--- config.mk ---
export PLATFORM = sky130hd
export DESIGN_NAME = flash_section_write_guard
export DESIGN_NICKNAME = d
export VERILOG_FILES = /design/src/core/flash_guard_pkg.sv /design/src/core/flash_section_write_guard.sv /design/src/core/region_map.sv
export SDC_FILE = /design/constraint.sdc
export NUM_CORES = 1
export LEC_CHECK = 0
export BUFFER_PORTS_ARGS = -buffer_cell sky130_fd_sc_hd__buf_4
export CAP_MARGIN = 20
export CORE_UTILIZATION = 56
export CTS_CLUSTER_DIAMETER = 80
export DETAILED_ROUTE_END_ITERATION = 16
export GPL_ROUTABILITY_DRIVEN = 0
export PLACE_DENSITY = 0.91
export SYNTH_ARGS = -nofsm -noshare
export SYNTH_HDL_FRONTEND = slang
export SYNTH_SLANG_ARGS = --single-unit
--- constraint.sdc ---
create_clock -name i_core_clk -period 7.88 [get_ports i_core_clk]
set_input_delay 1.576 -clock i_core_clk [delete_from_list [all_inputs] [get_ports i_core_clk]]
set_output_delay 1.576 -clock i_core_clk [all_outputs]
set_load 0.01 [all_outputs]
--- src/core/flash_guard_pkg.sv ---
// Shared constants, types and region lookup for the flash section write guard
package flash_guard_pkg;
    localparam int             ADDR_W        = 17;
    localparam int             PAGE_BITS     = 9;
    localparam int             PAGE_BYTES    = 512;
    localparam int             FUSE_W        = 8;
    localparam int             LIMIT_W       = 9;
    localparam logic [8:0]     FLASH_PAGES   = 9'h100;
    localparam logic [8:0]     PAGE_OFFSET_0 = 9'h000;
    localparam logic [7:0]     LOADER_FUSE_DEFAULT  = 8'h00;
    localparam logic [7:0]     PROGRAM_FUSE_DEFAULT = 8'h00;
    localparam logic [7:0]     FUSE_ZERO     = 8'h00;
    localparam logic [5:0]     MAX_ERASE_PAGES = 6'h20;
    localparam int             CNT_W         = 9;
    localparam int             OP_TIME_NS    = 1000;
    localparam int             CLK_PERIOD_NS = 4;
    localparam int             OP_CYCLES_INT = (OP_TIME_NS + CLK_PERIOD_NS - 1) / CLK_PERIOD_NS;
    localparam logic [CNT_W-1:0] OP_CYCLES   = CNT_W'(OP_CYCLES_INT);

    typedef enum logic [1:0] {
        REGION_LOADER    = 2'h0,
        REGION_PROGRAM   = 2'h1,
        REGION_PARAMETER = 2'h2,
        REGION_EEPROM    = 2'h3
    } region_t;

    typedef enum logic [1:0] {
        OP_WRITE_BYTE   = 2'h0,
        OP_WRITE_WORD   = 2'h1,
        OP_ERASE_PAGES  = 2'h2,
        OP_EEPROM_WRITE = 2'h3
    } op_t;

    typedef enum logic {
        ST_IDLE = 1'b0,
        ST_RUN  = 1'b1
    } busy_state_t;

    typedef struct packed {
        op_t               op;
        logic [ADDR_W-1:0] addr;
        logic [15:0]       data;
        logic [5:0]        pages;
    } req_t;

    typedef struct packed {
        logic              write_byte;
        logic              write_word;
        logic              erase;
        logic              eeprom;
        logic [ADDR_W-1:0] addr;
        logic [15:0]       data;
        logic [5:0]        pages;
    } array_cmd_t;

    typedef struct packed {
        logic [LIMIT_W-1:0] loader_limit;
        logic [LIMIT_W-1:0] program_limit;
        logic               program_present;
    } region_map_t;

    function automatic region_t classify(input logic [ADDR_W-1:0] addr, input region_map_t m);
        logic [LIMIT_W-1:0] page;
        page = {1'b0, addr[ADDR_W-1:PAGE_BITS]};
        if (page < m.loader_limit)
            classify = REGION_LOADER;
        else if (m.program_present && page < m.program_limit)
            classify = REGION_PROGRAM;
        else
            classify = REGION_PARAMETER;
    endfunction
endpackage

--- src/core/flash_section_write_guard.sv ---
// Flash section write guard: checks and launches core program/erase requests
//
// Contract
// - Flash is organised in 512-byte pages; a page is the smallest erase unit.
// - Erase covers whole pages only, one or several together.
// - Flash writes are accepted per single byte or single word.
// - Three regions: loader full access, program limited, parameter none.
// - A write to the region holding the running code is refused.
// - Program region writable only by code running from the loader region.
// - Parameter region writable only by code from loader or program region.
// - Core halts for allowed flash operations, keeps running for EEPROM.
// - Region sizes come from the two size fuses, counted in 512 bytes.
// - Loader from first byte to loader limit, program to program limit, rest parameter.
// - Zero loader fuse makes the whole array loader region.
// - Zero program fuse with nonzero loader: program to end, no parameter.
// - Data EEPROM may be programmed while the core keeps executing.
// - Program fuse not above loader fuse: no program region, parameter to end.
// - A fuse whose limit lies past the array end falls back to its default.
`timescale 1ns/10ps
module flash_section_write_guard (
    input  wire logic                        i_core_clk,
    input  wire logic                        i_sys_rst,
    input  wire logic                        i_clk_en,
    input  wire logic [7:0]                  i_loader_size_fuse,
    input  wire logic [7:0]                  i_program_size_fuse,
    input  wire logic [16:0]                 i_exec_addr,
    input  wire logic                        i_req_valid,
    input  wire flash_guard_pkg::req_t       i_req,
    output logic                             o_req_ready,
    output logic                             o_granted,
    output logic                             o_refused,
    output logic                             o_done,
    output logic                             o_core_halt,
    output flash_guard_pkg::array_cmd_t      o_array_cmd
);
    import flash_guard_pkg::*;

    typedef struct packed {
        busy_state_t       st;
        logic [CNT_W-1:0]  count;
        logic              halt;
        logic              granted;
        logic              refused;
        logic              done;
        array_cmd_t        cmd;
    } guard_state_t;

    localparam guard_state_t RESET_STATE = '{
        st:      ST_IDLE,
        count:   '0,
        halt:    1'b0,
        granted: 1'b0,
        refused: 1'b0,
        done:    1'b0,
        cmd:     '0
    };

    guard_state_t cur;
    guard_state_t next_cur;
    region_map_t  map;

    region_map u_region_map (
        .i_core_clk          (i_core_clk),
        .i_sys_rst           (i_sys_rst),
        .i_loader_size_fuse  (i_loader_size_fuse),
        .i_program_size_fuse (i_program_size_fuse),
        .o_map               (map)
    );

    region_t            exec_region;
    region_t            target_region;
    region_t            end_region;
    logic [LIMIT_W-1:0] end_page;
    logic [ADDR_W-1:0]  end_addr;
    logic               span_ok;
    logic               access_ok;
    logic               allowed;
    logic               take;

    always_comb begin
        exec_region = classify(i_exec_addr, map);
        end_page    = LIMIT_W'({1'b0, i_req.addr[ADDR_W-1:PAGE_BITS]} + LIMIT_W'(i_req.pages) - LIMIT_W'(1));
        end_addr    = {end_page[7:0], PAGE_OFFSET_0};
        end_region  = classify(end_addr, map);
        if (i_req.op == OP_EEPROM_WRITE)
            target_region = REGION_EEPROM;
        else
            target_region = classify(i_req.addr, map);
        // Erase spans whole pages inside one region and inside the array
        if (i_req.op == OP_ERASE_PAGES)
            span_ok = (i_req.pages != 6'h00) && (i_req.pages <= MAX_ERASE_PAGES)
                      && (end_page < FLASH_PAGES) && (end_region == target_region);
        else
            span_ok = 1'b1;
        case (exec_region)
            REGION_LOADER:    access_ok = (target_region != REGION_LOADER);
            REGION_PROGRAM:   access_ok = (target_region == REGION_PARAMETER)
                                          || (target_region == REGION_EEPROM);
            REGION_PARAMETER: access_ok = 1'b0;
            default:          access_ok = 1'b0;
        endcase
        allowed = access_ok && span_ok;
    end

    assign o_req_ready = (cur.st == ST_IDLE);
    assign take        = i_clk_en && i_req_valid && o_req_ready;

    always_comb begin
        next_cur = cur;
        if (i_clk_en) begin
            next_cur.granted        = 1'b0;
            next_cur.refused        = 1'b0;
            next_cur.done           = 1'b0;
            next_cur.cmd.write_byte = 1'b0;
            next_cur.cmd.write_word = 1'b0;
            next_cur.cmd.erase      = 1'b0;
            next_cur.cmd.eeprom     = 1'b0;
            case (cur.st)
                ST_IDLE: begin
                    if (take && allowed) begin
                        next_cur.granted = 1'b1;
                        next_cur.st      = ST_RUN;
                        next_cur.count   = OP_CYCLES - CNT_W'(1);
                        next_cur.halt    = (target_region != REGION_EEPROM);
                        next_cur.cmd.data  = i_req.data;
                        next_cur.cmd.pages = i_req.pages;
                        next_cur.cmd.addr  = i_req.addr;
                        case (i_req.op)
                            OP_WRITE_BYTE: next_cur.cmd.write_byte = 1'b1;
                            OP_WRITE_WORD: begin
                                next_cur.cmd.write_word = 1'b1;
                                next_cur.cmd.addr[0]    = 1'b0;
                            end
                            OP_ERASE_PAGES: begin
                                next_cur.cmd.erase = 1'b1;
                                next_cur.cmd.addr  = {i_req.addr[ADDR_W-1:PAGE_BITS], PAGE_OFFSET_0};
                            end
                            default: next_cur.cmd.eeprom = 1'b1;
                        endcase
                    end else if (take) begin
                        next_cur.refused = 1'b1;
                    end
                end
                ST_RUN: begin
                    if (cur.count == '0) begin
                        next_cur.st   = ST_IDLE;
                        next_cur.halt = 1'b0;
                        next_cur.done = 1'b1;
                    end else begin
                        next_cur.count = cur.count - CNT_W'(1);
                    end
                end
                default: next_cur = RESET_STATE;
            endcase
        end
    end

    always_ff @(posedge i_core_clk) begin
        if (i_sys_rst)
            cur <= RESET_STATE;
        else
            cur <= next_cur;
    end

    assign o_granted   = cur.granted;
    assign o_refused   = cur.refused;
    assign o_done      = cur.done;
    assign o_core_halt = cur.halt;
    assign o_array_cmd = cur.cmd;
endmodule // flash_section_write_guard

--- src/core/region_map.sv ---
// Region limits derived from the two size fuses, caught during reset
`timescale 1ns/10ps
module region_map (
    input  wire logic                        i_core_clk,
    input  wire logic                        i_sys_rst,
    input  wire logic [7:0]                  i_loader_size_fuse,
    input  wire logic [7:0]                  i_program_size_fuse,
    output flash_guard_pkg::region_map_t     o_map
);
    import flash_guard_pkg::*;

    typedef struct packed {
        logic [7:0]  loader_fuse;
        logic [7:0]  program_fuse;
        region_map_t map;
    } map_state_t;

    map_state_t cur;
    map_state_t next_cur;

    function automatic logic fuse_fits(input logic [7:0] f);
        fuse_fits = ({1'b0, f} <= FLASH_PAGES);
    endfunction

    always_comb begin
        next_cur = cur;
        if (i_sys_rst) begin
            // Out of range setting falls back to default
            next_cur.loader_fuse  = fuse_fits(i_loader_size_fuse) ? i_loader_size_fuse : LOADER_FUSE_DEFAULT;
            next_cur.program_fuse = fuse_fits(i_program_size_fuse) ? i_program_size_fuse : PROGRAM_FUSE_DEFAULT;
            if (next_cur.loader_fuse == FUSE_ZERO) begin
                next_cur.map.loader_limit    = FLASH_PAGES;
                next_cur.map.program_limit   = FLASH_PAGES;
                next_cur.map.program_present = 1'b0;
            end else begin
                next_cur.map.loader_limit = {1'b0, next_cur.loader_fuse};
                if (next_cur.program_fuse == FUSE_ZERO) begin
                    next_cur.map.program_limit   = FLASH_PAGES;
                    next_cur.map.program_present = 1'b1;
                end else if (next_cur.program_fuse <= next_cur.loader_fuse) begin
                    next_cur.map.program_limit   = {1'b0, next_cur.loader_fuse};
                    next_cur.map.program_present = 1'b0;
                end else begin
                    next_cur.map.program_limit   = {1'b0, next_cur.program_fuse};
                    next_cur.map.program_present = 1'b1;
                end
            end
        end
    end

    always_ff @(posedge i_core_clk) begin
        cur <= next_cur;
    end

    assign o_map = cur.map;
endmodule // region_map

Yosys cells after proc, flatten, opt, wreduce, memory -nomap -nowiden
Cells that the tools add are included.
{ "word_totals": {"register_bits": 76, "inputBits": 78, "out_inout_bits": 48, "word_cells": 99} }
{ "classes": {"add_sub_neg": 3, "order_cmp": 11, "n_eq_ne": 11, "muxes": 32, "n_bitwise": 1, "n_reduce_logical": 24} }
{ "ops": {"columns": ["operator", "count"], "rows": [
  ["$mux W43", 2],
  ["$lt A8 B9 Y1", 6],
  ["$mux W8", 3],
  ["$pmux W11 S2", 1],
  ["$mux W19", 1],
  ["$le A8 B9 Y1 const B", 2],
  ["$mux W9", 2],
  ["$sub A9 B1 Y9 const B", 2],
  ["$logic_not A8 Y1", 2],
  ["$mux W2", 8],
  ["$mux W1", 12],
  ["$mux W12", 1],
  ["$logic_and A1 B1 Y1", 10],
  ["$mux W10", 1],
  ["$add A8 B6 Y9", 1],
  ["$logic_not A9 Y1", 1],
  ["$lt A9 B9 Y1 const B", 1],
  ["$reduce_and A3 Y1", 3],
  ["$eq A2 B2 Y1 const B", 4],
  ["$le A8 B8 Y1", 1],
  ["$le A6 B6 Y1 const B", 1],
  ["$reduce_bool A6 Y1", 1],
  ["$eq A2 B1 Y1 const B", 2],
  ["$logic_not A2 Y1", 2],
  ["other kinds (9)", 12]
]} }

Depth between registers and ports, before layout
{ "logic_depth": {"ltp_word": 13, "ltp_mapped": 20, "depth_no_buf": 19} }

Cells and area by module
A second synthesis with hierarchy kept.
{ "hier_totals": {"hier_cells": 650, "area_unflattened_um2": 5525.3} }
{ "modules_own_cells": {"columns": ["module", "instances", "cells_each", "area_each_um2", "seq_area_each_um2"], "rows": [
  ["flash_section_write_guard", 1, 530, 4282.9, 1141.1],
  ["region_map", 1, 120, 1242.4, 570.5]
]} }

Worst setup path after synthesis
Ideal clock, no wire load.
{ "synth_timing": {"kind": "input port to flip-flop", "startpoint": "in i_req[1] (netlist bit)", "endpoint": "reg cur[47] (netlist bit)", "setup_ns": 0.120, "arrival_ns": 5.000, "t_required_ns": 7.760, "path_slack_ns": 2.760, "stages": 18, "n_path_buf": 0, "cell_sequence": "inv_1 ha_1 inv_1 ha_1 fa_1 a21o_1 a21oi_1 o21bai_1 a21oi_1 xnor2_1 ha_1 nand4b_1 o32a_1 a2111o_1 nand4_2 o311a_1 nor2_1 o31a_1"} }
{ "synth_via": {"elab_chain_cells": 13, "elab_cells_between_ends": 19, "cone_classes": "add/sub: 2; order compare: 4; eq/ne: 2; mux: 3; reduce/logical: 8"} }
{ "synth_rtl": {"columns": ["item", "line_no", "rtl"], "rows": [
  ["start, declared", "flash_section_write_guard.sv:28", "input wire flash_guard_pkg::req_t i_req,"],
  ["$add A8 B6 Y9", "flash_section_write_guard.sv:82", "end_page = LIMIT_W'({1'b0, i_req.addr[ADDR_W-1:PAGE_BITS]} + LIMIT_W'(i_req.pages) - LIMIT_W'(1));"],
  ["$sub A9 B1 Y9", "flash_section_write_guard.sv:82", null],
  ["$lt A8 B9 Y1", "flash_guard_pkg.sv:67", "else if (m.program_present && page < m.program_limit)"],
  ["$logic_and A1 B1 Y1", "flash_guard_pkg.sv:67", null],
  ["$mux W2", "flash_guard_pkg.sv:67", null],
  ["$mux W2", "flash_guard_pkg.sv:65", "if (page < m.loader_limit)"],
  ["$eq A2 B2 Y1", "flash_section_write_guard.sv:92", "&& (end_page < FLASH_PAGES) && (end_region == target_region);"],
  ["$logic_and A1 B1 Y1 (*)", "flash_section_write_guard.sv:92", null],
  ["$mux W1 (*)", "flash_section_write_guard.sv:90", "if (i_req.op == OP_ERASE_PAGES)"],
  ["$logic_and A1 B1 Y1 (*)", "flash_section_write_guard.sv:102", "allowed = access_ok && span_ok;"],
  ["$logic_and A1 B1 Y1 (*)", "flash_section_write_guard.sv:120", "if (take && allowed) begin"],
  ["$ne A2 B1 Y1 (no line) (*)", null, null],
  ["$reduce_and A3 Y1 (no line) (*)", null, null],
  ["end signal, assigned", "flash_section_write_guard.sv:162", "cur <= next_cur;"],
  ["end, declared", "flash_section_write_guard.sv:58", "guard_state_t cur;"]
]} }
Every way passes the cells marked *; elsewhere a longest branch is shown, timed or not.
A chain may end at the register's enable or synchronous reset.

Worst setup path after layout
{ "layout_timing": {"startpoint": "in i_req[32] (netlist bit)", "endpoint": "reg cur (netlist bit o_array_cmd[40])"} }
{ "layout_via": {"elab_chain_cells": 13, "elab_cells_between_ends": 27, "cone_classes": "add/sub: 2; order compare: 5; eq/ne: 3; mux: 9; reduce/logical: 8"} }
{ "layout_rtl": {"columns": ["item", "line_no", "rtl"], "rows": [
  ["$add A8 B6 Y9", "flash_section_write_guard.sv:82", null],
  ["$sub A9 B1 Y9", "flash_section_write_guard.sv:82", null],
  ["$lt A8 B9 Y1", "flash_guard_pkg.sv:67", null],
  ["$logic_and A1 B1 Y1", "flash_guard_pkg.sv:67", null],
  ["$mux W2", "flash_guard_pkg.sv:67", null],
  ["$mux W2", "flash_guard_pkg.sv:65", null],
  ["$eq A2 B2 Y1", "flash_section_write_guard.sv:92", null],
  ["$logic_and A1 B1 Y1", "flash_section_write_guard.sv:92", null],
  ["$mux W1", "flash_section_write_guard.sv:90", null],
  ["$logic_and A1 B1 Y1 (*)", "flash_section_write_guard.sv:102", null],
  ["$logic_and A1 B1 Y1 (*)", "flash_section_write_guard.sv:120", null],
  ["$mux W43 (*)", "flash_section_write_guard.sv:120", null],
  ["$mux W43 (*)", "flash_section_write_guard.sv:118", "case (cur.st)"]
]} }
Marks and branches as above.

==> reports/metrics.csv <==
stage,metric,value,unit
run_status,status,"finished, final reports clean",
yosys,warnings from Yosys,0,
critical_path,Worst Path Arrival,6340,ps
yosys,number of synthesized flops with an enable pin,19,
clock_tree,Clock Tree Root,clkbuf_8,
floorplan,Die X,98.71,µm
clock_tree,CTS tree,done,
clock_tree,post-cts resize count,0,
timing,Final setup violation count,0,
yosys,synthesized instance count,607,
critical_path,CP endpoint kind,flop,
yosys,syn_area_per_cell,8.629,µm²
critical_path,crit start category,primary input,
place,dpl cells,758,
finish,"non-filler cells, final",774,
hold_path,Min-Delay Path Class,reg2reg,
timing,Final Cycle Share,76.93,%
clock_tree,maximum clock path buffer count,2,
timing,fin. max-slew vios,0,
global_routing,total congestion overflow,0,
floorplan,core area,8891,µm²
clock_tree,Clock Latency Late Sink,360,ps
yosys,"FFs w/ async S/R, synth",0,%
floorplan,I/O pins,126,
yosys,Post-Syn Nets,755,
finish,final net count,810,
detailed_routing,DRC viols,0,
critical_path,Worst Reg-to-Reg Cells,10,
timing,Clock Skews,10.59,ps
hold_path,hold endpoint,o_array_cmd[39]$_SDFFE_PP0P_,
clock_tree,"Setup Fix Bufs, Post-CTS",0,
pwr,peak supply drop,0.00008812,V
finish,"most common cell after layout, fill and taps aside",buf_4,
critical_path,"Slowest-stage cell, CP",o311ai_4,
critical_path,top cell family by delay on the critical path,compound AO/OA/AOI/OAI gates,
yosys,Yosys top cell by area,dfxtp_1,
pwr,Pwr Density,169.8,nW/µm²
yosys,top post-synthesis cells by area,"dfxtp_1 22%, ha_1 16%, edfxtp_1 11%, a21oi_1 6.6%, buf_4 6.2%",
critical_path,WP data required,8150,ps
yosys,sequential-to-total area share from yosys stat,32.68,%
critical_path,Worst R2R Setup Slack,4370,ps
yosys,share of the synthesized area in the top cell type,21.79,%
yosys,top_reg_cell synth,dfxtp_1,
timing,RSZ-0062 raised after global routing,false,
clock_tree,CTS sink cnt,76,
clock_tree,hold-fix buffer count after cts,0,
timing,worst setup margin,1818,ps
yosys,synthesis-stage register bit count,76,
detailed_routing,drt wl/cell,16.29,µm
global_routing,via count of the first global-routing pass,4553,
timing,post-layout min period,6062,ps
detailed_routing,DR pass1 iterations,4,
detailed_routing,vias per cell,6.009,
critical_path,worst-path maximum fanout,23,
pwr,Leak Pwr,2.737,nW
floorplan,Die ar.,9744,µm²
flow_run,Max Cap Viol,0,
critical_path,WP buf/inv,4,
critical_path,CP max stage delay,880,ps
clock_tree,H-tree lvl count,3,
yosys,"Distinct cells, synth",60,
detailed_routing,via count,4651,
finish,number of fill cells,702,
global_routing,first-pass GRT wire length,20570,µm
timing,actual slew at the worst max-slew pin,1055,ps
finish,ratio of cells with drive above 1 in the final layout,21.47,%
detailed_routing,WL final,12610,µm
timing,final hold viol count,0,
timing,f_max,0.1650,GHz
finish,n_diodes,0,
floorplan,Initial Util,58.91,%
hold_path,Worst Hold Depth,2,
timing,Slew headroom,29.49,%
finish,Final Util,67.83,%
place,PortBufs,116,
critical_path,critical path type,in2reg,
finish,Area Growth Syn to Fin,15.15,%
clock_tree,CTS buffer count,9,
timing,total negative slack,0,ps
finish,"commonest non-fill, non-tap cells in the layout","119 x buf_4, 69 x a21oi_1, 69 x ha_1, 58 x inv_1, 57 x dfxtp_1",
place,post-place setup slack,1557,ps
clock_tree,clk slew on worst S/H paths,80,ps
floorplan,FP Rows,34,
critical_path,cells along the critical path,"buf_4, inv_1, ha_1, inv_1, ha_1, fa_1, a21o_1, a21oi_1, o21bai_1, a21oi_1, xnor2_1, ha_1, a211o_1, nor3_1, nor2_1, o311ai_4, buf_4, nand3_1, a21oi_1",
global_routing,initial antenna violation count,0,
global_routing,largest net degree at the start of global routing,82,
floorplan,Die H,98.71,µm
detailed_routing,initial DRC count,222,
global_routing,total track usage,26.33,%
detailed_routing,post-route ant nets,0,
yosys,Syn Std Cell Area,5238,µm²
critical_path,worst r2r src,u_region_map.o_map[16]$_SDFFCE_PP0P_,
place,Final HPWL DP,9524,µm
critical_path,Worst R2R End,o_array_cmd[40]$_SDFFE_PP0P_,
timing,Hold WS,474.1,ps
hold_path,min-delay src,o_array_cmd[39]$_SDFFE_PP0P_,
## cell usage after synthesis, drive strengths merged, types with 2 or more instances
cell type,number
nand2b,4
o31ai,2
dfxtp,57
a31oi,4
nor2,23
o21bai,2
a21o,8
a2111o,2
inv,58
and3,2
o311ai,2
nor3,8
nor4,3
o41ai,2
buf,52
a211oi,4
nand4,6
o21a,6
nor2b,5
clkbuf,24
nand3,43
ha,69
xor2,2
nand2,20
xnor2,7
or4,5
nand3b,3
mux2i,8
or3,4
o21ai,55
nand4b,10
a21oi,70
a31o,2
edfxtp,19
## stage by stage
stage                     instance area [µm²]  total power, mW
after global routing                     6031            1.081
after global placement                   5802           0.7095
final                                    6031            1.024
after floorplan                          5238           0.6397
after detailed placement                 5802           0.7291
after CTS                                6003            1.022
## power by group
part	total, mW	leakage [nW]	internal, mW	switching (mW)
Combinational	0.297	1.98	0.130	0.167
Clock	0.296	0.106	0.152	0.144
Sequential	0.431	0.646	0.421	0.0106
## metal layers
| metal | GRT usage [%] | part of all wire, % |
|---|---|---|
| met4 | 14.24 | 3.6 |
| met2 | 46.10 | 50 |
| met3 | 4.043 | 5.5 |
| met1 | 31.08 | 41 |
| met5 | 0 | 0 |
## cell type report
type | instances | area (µm²) | area share (%)
clock buffers | 11 | 173.9 | 2.884
clock inverters | 4 | 27.53 | 0.4564
inverters | 58 | 217.7 | 3.610
multi-input cells | 397 | 2844 | 47.16
flip-flops and latches | 76 | 1712 | 28.38
well taps | 108 | 135.1 | 2.241
repair buffers | 120 | 920.9 | 15.27
## cells by family (layout without fill, tap and decap cells)
kind of cell | count (synthesis) | count (layout) | synth area share, %
AOI/OAI and AO/OA | 170 | 170 | 19.40
xor gates and xnor gates | 9 | 9 | 1.505
adders and majority gates | 70 | 70 | 16.87
buffers and inverters | 134 | 193 | 13.35
DFF | 76 | 76 | 32.68
muxes | 8 | 8 | 1.529
and+or+nand+nor | 140 | 140 | 14.67
## state kept, by name, indices dropped and copies added (netlist names)
signal and cells:
o_core_halt 1, cur 10, o_refused 1, o_array_cmd 43, o_granted 1, o_done 1
u_region_map.o_map 19
## worst max path at each step
stage              start                      endpoint  slack, ps  depth (start not counted)
2_1_floorplan   i_req[1]          cur[47]$_SDFFE_PP0P_       2760                         18
3_3_place_gp   i_req[32]   o_array_cmd[4]$_SDFFE_PP0P_       1760                         20
3_5_place_dp   i_req[32]  o_array_cmd[25]$_SDFFE_PP0P_       1560                         19
4_1_cts        i_req[32]  o_array_cmd[25]$_SDFFE_PP0P_       1880                         19
5_1_grt        i_req[32]  o_array_cmd[30]$_SDFFE_PP0P_       1590                         19
6_report       i_req[32]  o_array_cmd[40]$_SDFFE_PP0P_       1820                         19
## worst reg2reg max path: stages (launching register included)
cell	delay, ps
edfxtp_1	360
inv_1	130
ha_1	270
a21o_1	180
a211o_1	310
nor3_1	400
nor2_1	150
o311ai_4	880
buf_4	410
nand3_1	130
a21oi_1	210
No activity file was read; power rests on OpenSTA's default activity.
